[src/reg_write_pkg.sv]
package reg_write_pkg;

   // -------------------------------------------------------------------------
   // opcodes
   // -------------------------------------------------------------------------
   localparam logic [7:0] OP_REGISTER_WRITE = 8'h01;  // register write
   localparam logic [7:0] OP_WRITE_ENABLE   = 8'h06;  // set write-enable latch
   localparam logic [7:0] OP_WRITE_DISABLE  = 8'h04;  // clear write-enable latch
   localparam logic [7:0] OP_CLEAR_STATUS   = 8'h30;  // clear error flags
   localparam logic [7:0] OP_BANK_ACCESS    = 8'hB9;  // open bank path

   // -------------------------------------------------------------------------
   // status register one field positions
   // -------------------------------------------------------------------------
   localparam int SR_WIP  = 0;  // write in progress
   localparam int SR_WEL  = 1;  // write-enable latch
   localparam int SR_BP0  = 2;  // block protect 0
   localparam int SR_BP2  = 4;  // block protect 2
   localparam int SR_EERR = 5;  // erase error
   localparam int SR_PERR = 6;  // program error
   localparam int SR_STATUS_WRITE_DISABLE = 7;  // status write disable
   localparam int CR_QUAD = 1;  // quad mode in configuration register

   // -------------------------------------------------------------------------
   // reset values and bit counts
   // -------------------------------------------------------------------------
   localparam logic [7:0] STATUS_RESET = 8'h00;  // factory state
   localparam logic [7:0] CONFIG_RESET = 8'h00;  // configuration reset
   localparam logic [1:0] BANK_RESET   = 2'h0;   // bank bits reset
   localparam logic [5:0] BITS_OPCODE  = 6'h08;  // end of opcode
   localparam logic [5:0] BITS_ONE     = 6'h10;  // opcode plus one byte
   localparam logic [5:0] BITS_TWO     = 6'h18;  // opcode plus two bytes
   localparam logic [5:0] BITS_MAX     = 6'h3F;  // saturating count

   // self-timed update length, in cycles of clk
   localparam int WRITE_TIME_CYCLES = 16;

   // -------------------------------------------------------------------------
   // types
   // -------------------------------------------------------------------------
   typedef enum logic [1:0] {
      ST_IDLE   = 2'b00,  // nothing running
      ST_UPDATE = 2'b01,  // self-timed update running
      ST_FAILED = 2'b10   // update failed, busy until flags cleared
   } op_state_t;

   typedef struct packed {
      logic       cs_n;  // chip select, active low
      logic       sck;   // serial clock
      logic       si;    // serial input
      logic       wp_n;  // write protect, active low
   } pins_t;

   typedef struct packed {
      logic [7:0] status;  // status register one
      logic [7:0] cfg;     // configuration register
      logic [1:0] bank;    // bank bits 1:0
   } regs_t;

endpackage

[src/spi_flash_register_write_control.sv]
// Functional notes
// - register write needs write-enable latch set
// - execute only after exactly eight/sixteen data bits
// - eight bits status only, sixteen adds configuration
// - valid write starts timed update, busy set
// - write-enable latch clears when update ends
// - failed update sets program or erase error
// - status write disable clear allows any pin level
// - disable set, pin high: writes allowed
// - disable set, pin low: writes rejected
// - protection holds until pin returns high
// - quad mode disables pin protection
// - status register resets to zero
// - write after bank access loads bank bits
// - write-enable command sets latch bit one
// - enable/disable only after exactly eight bits
// - write-disable command clears latch
// - write-disable ignored while busy
// - clear-status clears error flags, no latch needed
// - errors keep busy; clear accepted, latch kept
// - bank load uses low two bits, no latch
`timescale 1ns/1ns
module spi_flash_register_write_control #(
   parameter int WRITE_CYCLES = reg_write_pkg::WRITE_TIME_CYCLES  // update length
) (
   input  wire logic       clk,          // block clock, 25 MHz
   input  wire logic       rst_n,        // asynchronous reset, active low
   input  wire logic       clk_en,       // clock enable, freezes state when low
   input  wire logic       cs_n,         // chip select pin, active low
   input  wire logic       sck,          // serial clock pin
   input  wire logic       si,           // serial data in pin
   input  wire logic       wp_n,         // write protect pin, active low
   input  wire logic       fail_program, // update fails as program error
   input  wire logic       fail_erase,   // update fails as erase error
   output logic [7:0]      status_reg,   // status register one
   output logic [7:0]      config_reg,   // configuration register
   output logic [1:0]      bank_reg,     // bank address bits 1:0
   output logic            write_in_progress,  // busy flag
   output logic            write_enable_latch, // latch state
   output logic            hw_protected  // registers hardware protected
);

   // -------------------------------------------------------------------------
   // state
   // -------------------------------------------------------------------------
   typedef struct packed {
      reg_write_pkg::pins_t     sync1;     // first synchroniser stage
      reg_write_pkg::pins_t     sync2;     // second synchroniser stage
      logic                     sck_prev;  // last synced clock level
      logic                     cs_prev;   // last synced select level
      logic [5:0]               bits;      // bits received this frame
      logic [7:0]               opcode;    // shifted opcode
      logic [15:0]              data;      // shifted data bytes
      logic                     bank_open; // previous frame was bank access
      reg_write_pkg::regs_t     regs;      // visible registers
      logic [7:0]               pend_sr;   // staged status value
      logic [7:0]               pend_cr;   // staged configuration value
      logic                     pend_two;  // configuration staged too
      logic                     pend_perr; // program failure latched at start
      logic                     pend_eerr; // erase failure latched at start
      logic [15:0]              timer;     // update cycles left
      reg_write_pkg::op_state_t op;        // operation state
   } state_t;

   state_t st_q;  // registered state
   state_t st_d;  // next state

   logic       sck_rise;   // rising serial clock edge
   logic       cs_fall;    // frame start
   logic       cs_rise;    // frame end
   logic       protect;    // registers frozen by pin
   logic       busy;       // write in progress
   logic [7:0] sr_new;     // status value to stage
   logic [7:0] cr_new;     // configuration value to stage

   // -------------------------------------------------------------------------
   // edge detection on second synchroniser stage
   // -------------------------------------------------------------------------
   assign sck_rise = st_q.sync2.sck & ~st_q.sck_prev;
   assign cs_fall  = ~st_q.sync2.cs_n & st_q.cs_prev;
   assign cs_rise  = st_q.sync2.cs_n & ~st_q.cs_prev;

   // protection whichever came last; released only by pin high, not in quad
   assign protect = st_q.regs.status[reg_write_pkg::SR_STATUS_WRITE_DISABLE] & ~st_q.sync2.wp_n
                    & ~st_q.regs.cfg[reg_write_pkg::CR_QUAD];
   // busy while updating or while an error flag stands
   assign busy = (st_q.op != reg_write_pkg::ST_IDLE)
                 | st_q.regs.status[reg_write_pkg::SR_PERR]
                 | st_q.regs.status[reg_write_pkg::SR_EERR];

   // -------------------------------------------------------------------------
   // staged values: latch and error flags kept from live register, busy bit set to one
   // -------------------------------------------------------------------------
   always_comb begin
      // eight-bit form carries status in data[7:0]; sixteen in data[15:8]
      if (st_q.bits == reg_write_pkg::BITS_TWO) begin
         sr_new = st_q.data[15:8];
         cr_new = st_q.data[7:0];
      end else begin
         sr_new = st_q.data[7:0];
         cr_new = st_q.regs.cfg;
      end
      // only protect, disable bits are software written
      sr_new[reg_write_pkg::SR_WIP]  = 1'b1;
      sr_new[reg_write_pkg::SR_WEL]  = st_q.regs.status[reg_write_pkg::SR_WEL];
      sr_new[reg_write_pkg::SR_EERR] = st_q.regs.status[reg_write_pkg::SR_EERR];
      sr_new[reg_write_pkg::SR_PERR] = st_q.regs.status[reg_write_pkg::SR_PERR];
   end

   // -------------------------------------------------------------------------
   // next state
   // -------------------------------------------------------------------------
   always_comb begin
      st_d = st_q;
      st_d.sync1    = '{cs_n: cs_n, sck: sck, si: si, wp_n: wp_n};
      st_d.sync2    = st_q.sync1;
      st_d.sck_prev = st_q.sync2.sck;
      st_d.cs_prev  = st_q.sync2.cs_n;

      // shift on rising clock inside a frame, msb first
      if (cs_fall) begin
         st_d.bits = 6'h00;
      end else if (sck_rise && !st_q.sync2.cs_n) begin
         if (st_q.bits < reg_write_pkg::BITS_OPCODE) begin
            st_d.opcode = {st_q.opcode[6:0], st_q.sync2.si};
         end else begin
            st_d.data = {st_q.data[14:0], st_q.sync2.si};
         end
         if (st_q.bits != reg_write_pkg::BITS_MAX) begin
            st_d.bits = st_q.bits + 6'h01;
         end
      end

      // timed update sequencing
      unique case (st_q.op)
         reg_write_pkg::ST_IDLE: begin
            // nothing running
         end
         reg_write_pkg::ST_UPDATE: begin
            if (st_q.timer == 16'h0001) begin
               st_d.regs.status[reg_write_pkg::SR_WEL] = 1'b0;
               if (st_q.pend_perr || st_q.pend_eerr) begin
                  st_d.op = reg_write_pkg::ST_FAILED;
                  if (st_q.pend_perr) begin
                     st_d.regs.status[reg_write_pkg::SR_PERR] = 1'b1;
                  end
                  if (st_q.pend_eerr) begin
                     st_d.regs.status[reg_write_pkg::SR_EERR] = 1'b1;
                  end
               end else begin
                  st_d.op = reg_write_pkg::ST_IDLE;
                  st_d.regs.status = st_q.pend_sr;
                  st_d.regs.status[reg_write_pkg::SR_WEL] = 1'b0;
                  if (st_q.pend_two) begin
                     st_d.regs.cfg = st_q.pend_cr;
                  end
               end
            end else begin
               st_d.timer = st_q.timer - 16'h0001;
            end
         end
         reg_write_pkg::ST_FAILED: begin
            if (!st_q.regs.status[reg_write_pkg::SR_PERR]
                && !st_q.regs.status[reg_write_pkg::SR_EERR]) begin
               st_d.op = reg_write_pkg::ST_IDLE;
            end
         end
         default: begin
            st_d.op = reg_write_pkg::ST_IDLE;
         end
      endcase

      // frame end decoding
      if (cs_rise) begin
         st_d.bank_open = 1'b0;  // any frame closes the bank path
         if (st_q.opcode == reg_write_pkg::OP_REGISTER_WRITE && st_q.bank_open) begin
            // bank load: low two bits of first byte, no latch needed
            // a cut frame loads nothing, same as a plain register write
            if ((st_q.bits == reg_write_pkg::BITS_ONE || st_q.bits == reg_write_pkg::BITS_TWO)
                && !busy) begin
               st_d.regs.bank = (st_q.bits == reg_write_pkg::BITS_TWO)
                                ? st_q.data[9:8] : st_q.data[1:0];
            end
         end else if (st_q.opcode == reg_write_pkg::OP_REGISTER_WRITE) begin
            if ((st_q.bits == reg_write_pkg::BITS_ONE
                 || st_q.bits == reg_write_pkg::BITS_TWO)
                && st_q.regs.status[reg_write_pkg::SR_WEL]
                && !protect && !busy) begin
               st_d.op       = reg_write_pkg::ST_UPDATE;
               st_d.timer    = 16'(WRITE_CYCLES);
               st_d.pend_sr  = sr_new;
               st_d.pend_cr  = cr_new;
               st_d.pend_two = (st_q.bits == reg_write_pkg::BITS_TWO);
               st_d.pend_perr = fail_program;
               st_d.pend_eerr = fail_erase & ~fail_program;
            end
         end else if (st_q.bits == reg_write_pkg::BITS_OPCODE) begin
            if (st_q.opcode == reg_write_pkg::OP_WRITE_ENABLE && !busy) begin
               st_d.regs.status[reg_write_pkg::SR_WEL] = 1'b1;
            end else if (st_q.opcode == reg_write_pkg::OP_WRITE_DISABLE && !busy) begin
               st_d.regs.status[reg_write_pkg::SR_WEL] = 1'b0;
            end else if (st_q.opcode == reg_write_pkg::OP_CLEAR_STATUS
                         && st_q.op != reg_write_pkg::ST_UPDATE) begin
               st_d.regs.status[reg_write_pkg::SR_PERR] = 1'b0;
               st_d.regs.status[reg_write_pkg::SR_EERR] = 1'b0;
            end else if (st_q.opcode == reg_write_pkg::OP_BANK_ACCESS) begin
               st_d.bank_open = 1'b1;
            end
         end
      end
   end

   // -------------------------------------------------------------------------
   // state register
   // -------------------------------------------------------------------------
   always_ff @(posedge clk or negedge rst_n) begin
      if (!rst_n) begin
         st_q <= '0;
         st_q.sync1 <= '{cs_n: 1'b1, sck: 1'b0, si: 1'b0, wp_n: 1'b1};
         st_q.sync2 <= '{cs_n: 1'b1, sck: 1'b0, si: 1'b0, wp_n: 1'b1};
         st_q.cs_prev <= 1'b1;
         st_q.regs <= '{status: reg_write_pkg::STATUS_RESET,
                        cfg:    reg_write_pkg::CONFIG_RESET,
                        bank:   reg_write_pkg::BANK_RESET};
         st_q.op <= reg_write_pkg::ST_IDLE;
      end else if (clk_en) begin
         st_q <= st_d;
      end
   end

   // -------------------------------------------------------------------------
   // outputs
   // -------------------------------------------------------------------------
   always_comb begin
      status_reg = st_q.regs.status;
      status_reg[reg_write_pkg::SR_WIP] = busy;
   end
   assign config_reg         = st_q.regs.cfg;
   assign bank_reg           = st_q.regs.bank;
   assign write_in_progress  = busy;
   assign write_enable_latch = st_q.regs.status[reg_write_pkg::SR_WEL];
   assign hw_protected       = protect;
endmodule

[config.mk]
export PLATFORM = sky130hd
export DESIGN_NAME = spi_flash_register_write_control
export DESIGN_NICKNAME = d
export VERILOG_FILES = /design/src/reg_write_pkg.sv /design/src/spi_flash_register_write_control.sv
export SDC_FILE = /design/constraint.sdc
export NUM_CORES = 1
export LEC_CHECK = 0
export BUFFER_PORTS_ARGS = -buffer_cell sky130_fd_sc_hd__clkbuf_2
export CAP_MARGIN = 20
export CELL_PAD_IN_SITES_DETAIL_PLACEMENT = 2
export CELL_PAD_IN_SITES_GLOBAL_PLACEMENT = 2
export CORE_MARGIN = 5
export CORE_UTILIZATION = 45
export CTS_CLUSTER_DIAMETER = 200
export DETAILED_ROUTE_END_ITERATION = 10
export PLACE_DENSITY = 0.94
export SLEW_MARGIN = 10
export SYNTH_ARGS = -nofsm -noshare
export SYNTH_HDL_FRONTEND = slang
export SYNTH_SLANG_ARGS = --single-unit
export TNS_END_PERCENT = 5
[constraint.sdc]
create_clock -name clk -period 7 [get_ports clk]
set_input_delay 0.35 -clock clk [delete_from_list [all_inputs] [get_ports clk]]
set_output_delay 0.35 -clock clk [all_outputs]
set_load 0.01 [all_outputs]
==> Word level (Yosys, flattened, before mapping) <==
Cells that the tools add are included.
{ "word_totals": {"register_bits": 96, "output_inout_bits": 21, "in_bits": 9, "wordCells": 133} }
{ "op_classes": {"eq_ne": 13, "magnitude_cmp": 1, "reduce_logical": 29, "n_bitwise": 18, "n_mux": 45, "n_addsub": 2} }
{ "op_table": {"columns": ["op", "count"], "rows": [
  ["18-bit two-way mux", 4],
  ["16-bit two-way mux", 3],
  ["8-bit two-way mux", 4],
  ["15-bit two-way mux", 2],
  ["30-bit two-way mux", 1],
  ["2-bit two-way mux", 12],
  ["16-bit by 1-bit == test with 1-bit output, second input constant", 1],
  ["8-bit by 3-bit == test with 1-bit output, second input constant", 2],
  ["4-bit AND reduction", 4],
  ["16-bit by 1-bit subtractor with 16-bit output, second input constant", 1],
  ["1-bit two-way mux", 15],
  ["13-bit two-way mux", 1],
  ["6-bit by 5-bit == test with 1-bit output, second input constant", 2],
  ["6-bit two-way mux", 2],
  ["1-bit logical AND", 10],
  ["1-bit NOT", 10],
  ["5-bit AND reduction", 2],
  ["8-bit by 1-bit == test with 1-bit output, second input constant", 1],
  ["8-bit by 6-bit == test with 1-bit output, second input constant", 1],
  ["8-bit == test, second input constant", 1],
  ["6-bit by 1-bit adder with 6-bit output, second input constant", 1],
  ["1-bit AND", 6],
  ["6-bit by 4-bit == test with 1-bit output, second input constant", 1],
  ["6-bit by 4-bit less-than comparator with 1-bit output, second input constant", 1],
  ["12 further kinds", 20]
]} }

==> Depth between registers and ports, before layout <==
Gate-level depths: netlist (run 1).
{ "logic_depth": {"ltp_word": 11, "ltp_mapped": 8, "mapped_depth_nobuf": 6} }

==> Worst setup path before layout (run 1) <==
OpenSTA, ideal clock, no wires.
{ "synth_path": {"path_kind": "flip-flop to flip-flop", "start": "register st_q[80] (netlist bit)", "end": "register st_q[26] (netlist bit)", "arrival_ps": 2199, "period_less_slack_ps": 2324, "slack_ps": 4676, "required_ps": 6875, "setup_ps": 125, "path_stages_with_launch": 9, "path_buffers": 2, "path_cell_list": "dfrtp_1 inv_1 ha_1 nor3b_1 nor2b_1 clkbuf_1 buf_2 mux2_2 mux2_2"} }
{ "synth_between": {"elab_chain_cells": 6, "word_cells_on_any_way": 8, "classes_between": "eq/ne: 2; mux: 1; reduce/logical: 5"} }
{ "synth_lines": {"columns": ["element", "line_no", "rtl"], "rows": [
  ["start: declaration", "spi_flash_register_write_control.sv:65", "state_t st_q;"],
  ["start signal: assignment", "spi_flash_register_write_control.sv:227", "st_q <= st_d;"],
  ["6-bit by 5-bit == test with 1-bit output (on tied branches)", "spi_flash_register_write_control.sv:185, spi_flash_register_write_control.sv:96, spi_flash_register_write_control.sv:186", null],
  ["1-bit logical OR", "spi_flash_register_write_control.sv:186", "|| st_q.bits == reg_write_pkg::BITS_TWO)"],
  ["1-bit logical AND", "spi_flash_register_write_control.sv:187", "&& st_q.regs.status[reg_write_pkg::SR_WEL]"],
  ["1-bit logical AND (2 in series)", "spi_flash_register_write_control.sv:188", "&& !protect && !busy) begin"],
  ["5-bit AND reduction (no source line)", null, null]
]} }
Several ways; a longest one is shown, not always the timed one.
A chain may end at the register's enable or synchronous reset.

==> Worst setup path after layout (run 1) <==
{ "layout_path": {"start": "register st_q[81] (netlist bit)", "end": "register st_q[24] (netlist bit)"} }
Same word-level chain as after synthesis.

==> results of run 1 <==
==> stage by stage <==
stage	power, uW	hold WS, ns	cell area (sq um)	utilization
2_1_floorplan	912	0.0544	4600	-
3_3_place_gp	988	0.274	4750	0.482
3_5_place_dp	1030	0.280	4750	0.482
4_1_cts	1370	0.206	4940	0.501
5_1_grt	1440	0.203	4940	0.501
6_report	1360	0.216	4940	0.501
==> report_power, final <==
part / internal [uW] / switching [uW]
Clock: 140 / 200
Sequential: 610 / 107
Combinational: 128 / 177
==> layout by cell type (no fill, tap or decap), drive strengths merged, types with 3 or more instances in the layout <==
| master | instances |
|---|---|
| a21o | 3 |
| nand2b | 5 |
| o21ai | 12 |
| or4b | 3 |
| buf | 5 |
| nor2 | 14 |
| ha | 4 |
| nand4b | 4 |
| or3 | 6 |
| inv | 8 |
| o31ai | 12 |
| a21oi | 12 |
| nor3 | 7 |
| dfstp | 5 |
| nor4 | 7 |
| clkinv | 3 |
| nand2 | 13 |
| nand3 | 11 |
| nor2b | 8 |
| or4 | 11 |
| mux2 | 77 |
| nor4b | 4 |
| mux2i | 5 |
| nand3b | 4 |
| dfrtp | 88 |
| clkbuf | 39 |
| nand4 | 5 |
==> repair_timing <==
action / CTS / global route
endpoints found under the hold margin: 21 / 0
hold buffers: 1 / 0
resized for setup: 0 / 0
==> path summary, 6_finish.rpt <==
check / depth (start not counted) / startpoint / end / slack (ns)
max reg2reg: 6 / st_q[81]$_DFFE_PN0P_ / st_q[24]$_DFFE_PN0P_ / 3.84
min in group asynchronous: 2 / rst_n / st_q[11]$_DFFE_PN0P_ / 0.42
min reg2reg: 1 / st_d[90]$_DFFE_PN0P_ / st_d[87]$_DFFE_PN0P_ / 0.53
max in group asynchronous: 3 / rst_n / config_reg[5]$_DFFE_PN0P_ / 5.36
min: 2 / si / st_d[89]$_DFFE_PN0P_ / 0.22
max: 6 / st_q[81]$_DFFE_PN0P_ / st_q[24]$_DFFE_PN0P_ / 3.84
==> area by class of cell <==
cell class                 count  share of cell area
clock buffer                  11              0.0286
clock inverter                 5             0.00710
inverter                       7             0.00532
multi-input combinational    252               0.415
sequential                    93               0.473
tap                          133              0.0337
timing repair buffer          34              0.0380
==> critical path, delay by kind of cell (launching register included) <==
family / cells / cell delay, ns
flip-flops: 1 / 0.41
buffers and inverters: 1 / 0.11
multiplexers: 1 / 0.43
AND/OR/NAND/NOR: 3 / 1.93
adder cells (fa/ha/maj): 1 / 0.14
==> metal layers <==
| layer | part of all wire | vias to the layer above |
|---|---|---|
| li1 | - | 1435 |
| met1 | 0.41 | 1689 |
| met2 | 0.55 | 50 |
| met3 | 0.021 | 19 |
| met4 | 0.017 | 0 |
| met5 | 0 | - |
==> synthesized netlist by cell type, drive strengths merged (3+ instances only) <==
cell type and number:
nor4 7, nand2b 5, dfstp 5, inv 7, nor2b 8, nand4b 4, a21o 3, nand2 13
nand3 11, nand3b 4, nor2 14, nor4b 4, mux2i 5, dfrtp 88, o21ai 12, ha 4
clkbuf 8, nand4 5, nor3 7, a21oi 12, o31ai 12, mux2 77, or3 6, or4 11
or4b 3, buf 23
==> logic make-up (layout without fill, tap and decap cells) <==
| kind of cell | after synthesis | count (layout) |
|---|---|---|
| AND/OR/NAND/NOR | 113 | 113 |
| AO/OA/AOI/OAI | 53 | 53 |
| multiplexers | 82 | 82 |
| flip-flops | 93 | 93 |
| adder cells (fa/ha/maj) | 4 | 4 |
| buffers and inverters | 38 | 57 |
==> impl_metrics.toml, run 1 <==
[global_route]
gr-total-overflow = 0
use_met1 = 0.258
gr-usage-met3 = 0.0393
grt_usage = 0.215
grt_pass1_vias = 3573
grt_pass1_wl_microns = 20900
met2_usage = 0.395
busiest_layer = "met2"
antenna_found_initial = 0
grt_max_degree = 70

[drt]
drt_iter0_drc = 109
avgViaCountPerCell = 5.97
drt_first_pass_iters = 4
via_count = 3193
postRouteAntennaNets = 0
wire_per_inst_microns = 24.0
routed_wl_microns = 12900
drc = 0

[clock_tree]
clk-insertion-delay-late_ns = 0.37
cts_made_buffers = 9
cts-root-buf = "clkbuf_8"
cts_sinks = 93
cts_tree = "yes"
cts_buffer_depth = 2
cts_setup_buffers = 0
cts.reportedPaths.clkPinSlew_ns = 0.09
cts_htree_levels = 3

[floorplanning]
initial_core_util = 0.466
io_pins = 30
core_area_sq_um = 9860
fp-row-count = 36
fp.dieW_microns = 111
die_area_sq_um = 12300
die_y_microns = 111

[hold_path]
hp-class = "in -> reg"

[finish]
multiInputGateArea_sq_um = 2050
fillerInstances = 951
diodes = 0
layout-drive-gt1-share = 0.356
syn2layout_area_growth_pct = 7.40
largest_reg_flops = 70
seqCellArea_sq_um = 2330
final_nets = 410
final_cells = 535

[logic_synthesis]
yosys_warnings = 0
synth_xor_area_frac = 0
synth_top_family_by_area = "multiplexers"
synth_fa_ha_area_frac = 0.0109
synthFlopType = "dfrtp_1"
syn_nets = 396
synth-compound-area-share = 0.0751
synth.avg_cell_area_sq_um = 12.0
synth_top_area_share = 0.479
synthMuxAreaShare = 0.200
synth.distinct_cells = 54
netlist_area_sq_um = 4600
netlist_instances = 383
yosys.area.top_type = "dfrtp_1"
async_flop_share = 1.00
yosys-top-cells-area = "dfrtp_1 48%, mux2_2 19%, buf_4 2.9%"
ys_ff_latch = 93
synthSimpleGateAreaFrac = 0.159
yosysSeqAreaShare = 0.508
synth-edff-count = 0

[timing]
tightest_slew_ns = 0.974
setup_viol = 0
timing.final.ws_setup_ns = 3.84
skew_ns = 0.00896
slew_viol_final = 0
hold_viol_final = 0
finalSetupTns_ns = 0
max_freq_ghz = 0.317
period_minus_slack_ns = 3.16
rsz0062_at_grt = "no"
slew_headroom = 0.350
finalCritPeriodShare = 0.451

[place]
hpwl_microns = 9010
dp_cells = 518
gp_congestion = 0.804
port_buffers = 29
preCtsSetupSlack_ns = 3.93

[worst_setup_path]
slowest_stage = "nor2_2"
crit_chain = "inv_1 -> ha_1 -> nor3b_1 -> nand4_1 -> nor2_2 -> mux2_2"
crit_arrival_ns = 3.42
worstPathMaxFanout = 18
path_class = "reg -> reg"
slowest_delay_ns = 0.87
critPathCaptureType = "register"
required_ns = 7.26
cp-start-kind = "register"

[power_and_ir_drop]
power_density_nw_per_um2 = 276
total_leakage_power_uw = 0.00228
ir_drop_mv = 0.152

[job]
cap_violations = 0

[run_status]
status = "finished clean"
(Power assumes the default switching activity.)
==> run 2: changes to the inputs <==
Settings changed: CORE_UTILIZATION 45 to 42, PLACE_DENSITY 0.94 to 0.89.
Clock period 7 ns to 3.3 ns, I/O delays scaled along.
==> impl_metrics.toml, run 2 (synthesis gave the netlist of run 1 again) <==
[clock_tree]
cts_made_buffers = 9
cts_tree = "yes"
cts_htree_levels = 3
cts_sinks = 93
clk-insertion-delay-late_ns = 0.38
cts.reportedPaths.clkPinSlew_ns = 0.10
cts_buffer_depth = 2
cts_setup_buffers = 0
cts-root-buf = "clkbuf_8"

[finish]
diodes = 0
final_common_cell = "dfrtp_1"
final_cells = 545
layout-drive-gt1-share = 0.358
syn2layout_area_growth_pct = 7.87
largest_reg_flops = 70
final_cell_mix = "88 x dfrtp_1, 77 x mux2_2, 28 x clkbuf_2, 13 x nand2_1"
final_nets = 413

[drt]
postRouteAntennaNets = 0
drc = 0
via_count = 3272
avgViaCountPerCell = 6.00
drt_iter0_drc = 144
routed_wl_microns = 13800
wire_per_inst_microns = 25.3
drt_first_pass_iters = 4

[timing]
slew_viol_final = 0
tightest_slew_ns = 0.825
slew_headroom = 0.449
hold_viol_final = 0
period_minus_slack_ns = 2.81
finalCritPeriodShare = 0.853
rsz0062_at_grt = "no"
max_freq_ghz = 0.355
finalSetupTns_ns = 0
skew_ns = 0.0105
setup_viol = 0

[run_status]
status = "finished clean"

[place]
gp_congestion = 0.797
dp_cells = 528
port_buffers = 29
hpwl_microns = 8660

[worst_setup_path]
crit_chain = "inv_1 -> ha_1 -> nor3b_1 -> nand4_1 -> nor2_2 -> buf_4 -> mux2_2"
path_class = "reg -> reg"
reg2reg_slack_ns = 0.49
critPathCaptureType = "register"
cp-start-kind = "register"
slowest_stage = "nor3b_1"
required_ns = 3.56
worstPathMaxFanout = 18
crit_arrival_ns = 3.07
slowest_delay_ns = 0.68

[global_route]
gr-total-overflow = 0
antenna_found_initial = 0
grt_max_degree = 63
grt_pass1_wl_microns = 22300
grt_pass1_vias = 3726
grt_usage = 0.225

[floorplanning]
die_area_sq_um = 13100
fp-row-count = 38
initial_core_util = 0.426
die_y_microns = 115
fp.dieW_microns = 115
io_pins = 30
core_area_sq_um = 10800

[power_and_ir_drop]
power_density_nw_per_um2 = 583
ir_drop_mv = 0.338
total_leakage_power_uw = 0.00229

[job]
cap_violations = 0

[hold_path]
hp-class = "in -> reg"
[run 2: layout make-up]
class | instances | area, sq um
sequential | 93 | 2330
multi-input combinational | 252 | 2050
timing repair buffer | 37 | 210
fill | 1040 | 5830
clock buffer | 11 | 131
tap | 140 | 175
clock inverter | 5 | 35.0
inverter | 7 | 26.3
[run 2: timing repair]
action,CTS,global route
hold buffers,1,0
resized for setup,0,0
endpoints found under the hold margin,60,0
[run 2: worst max-delay path, delay by kind of cell (launching register included)]
| kind | cells | cell delay [ns] |
|---|---|---|
| and+or+nand+nor | 3 | 1.32 |
| muxes | 1 | 0.40 |
| adders and majority gates | 1 | 0.15 |
| buffers and inverters | 2 | 0.39 |
| DFF | 1 | 0.44 |
[run 2: per-layer routing]
metal	global-route usage	up-vias	part of all wire
met5	0	-	0
met1	0.277	1720	0.41
met2	0.389	76	0.53
li1	-	1446	-
met3	0.0354	30	0.030
met4	0.0974	0	0.030
[run 2: path summary, 6_finish.rpt]
kind                                      startpoint              endpoint  cells after the start
min in group asynchronous                      rst_n   st_q[6]$_DFFE_PN0P_                      2
max in group asynchronous                      rst_n  st_d[86]$_DFFE_PN1P_                      3
worst max register to register  st_q[80]$_DFFE_PN0P_  st_q[36]$_DFFE_PN0P_                      7
worst min-delay path                            cs_n  st_d[91]$_DFFE_PN1P_                      2
worst min register to register  st_q[28]$_DFFE_PN0P_  st_q[28]$_DFFE_PN0P_                      1
worst max-delay path            st_q[80]$_DFFE_PN0P_  st_q[36]$_DFFE_PN0P_                      7
[run 2: power breakdown]
part / total (uW) / internal (uW) / switching, uW / leakage, uW
sequential: 1530 / 1290 / 236 / 0.00124
clock: 711 / 278 / 433 / 0.0000841
combinational: 649 / 272 / 377 / 0.000970
[run 2: per-stage QoR]
stage	hold WS [ns]	utilization	instance area [sq um]	power, uW	setup slack (ns)
floorplan	-0.131	-	4600	1930	0.976
finish	0.0157	0.459	4960	2890	0.486
global placement	0.302	0.443	4780	2100	0.897
global route	0.0224	0.459	4960	3070	0.314
detailed placement	0.316	0.443	4780	2170	0.619
CTS	0.00449	0.459	4960	2920	0.462
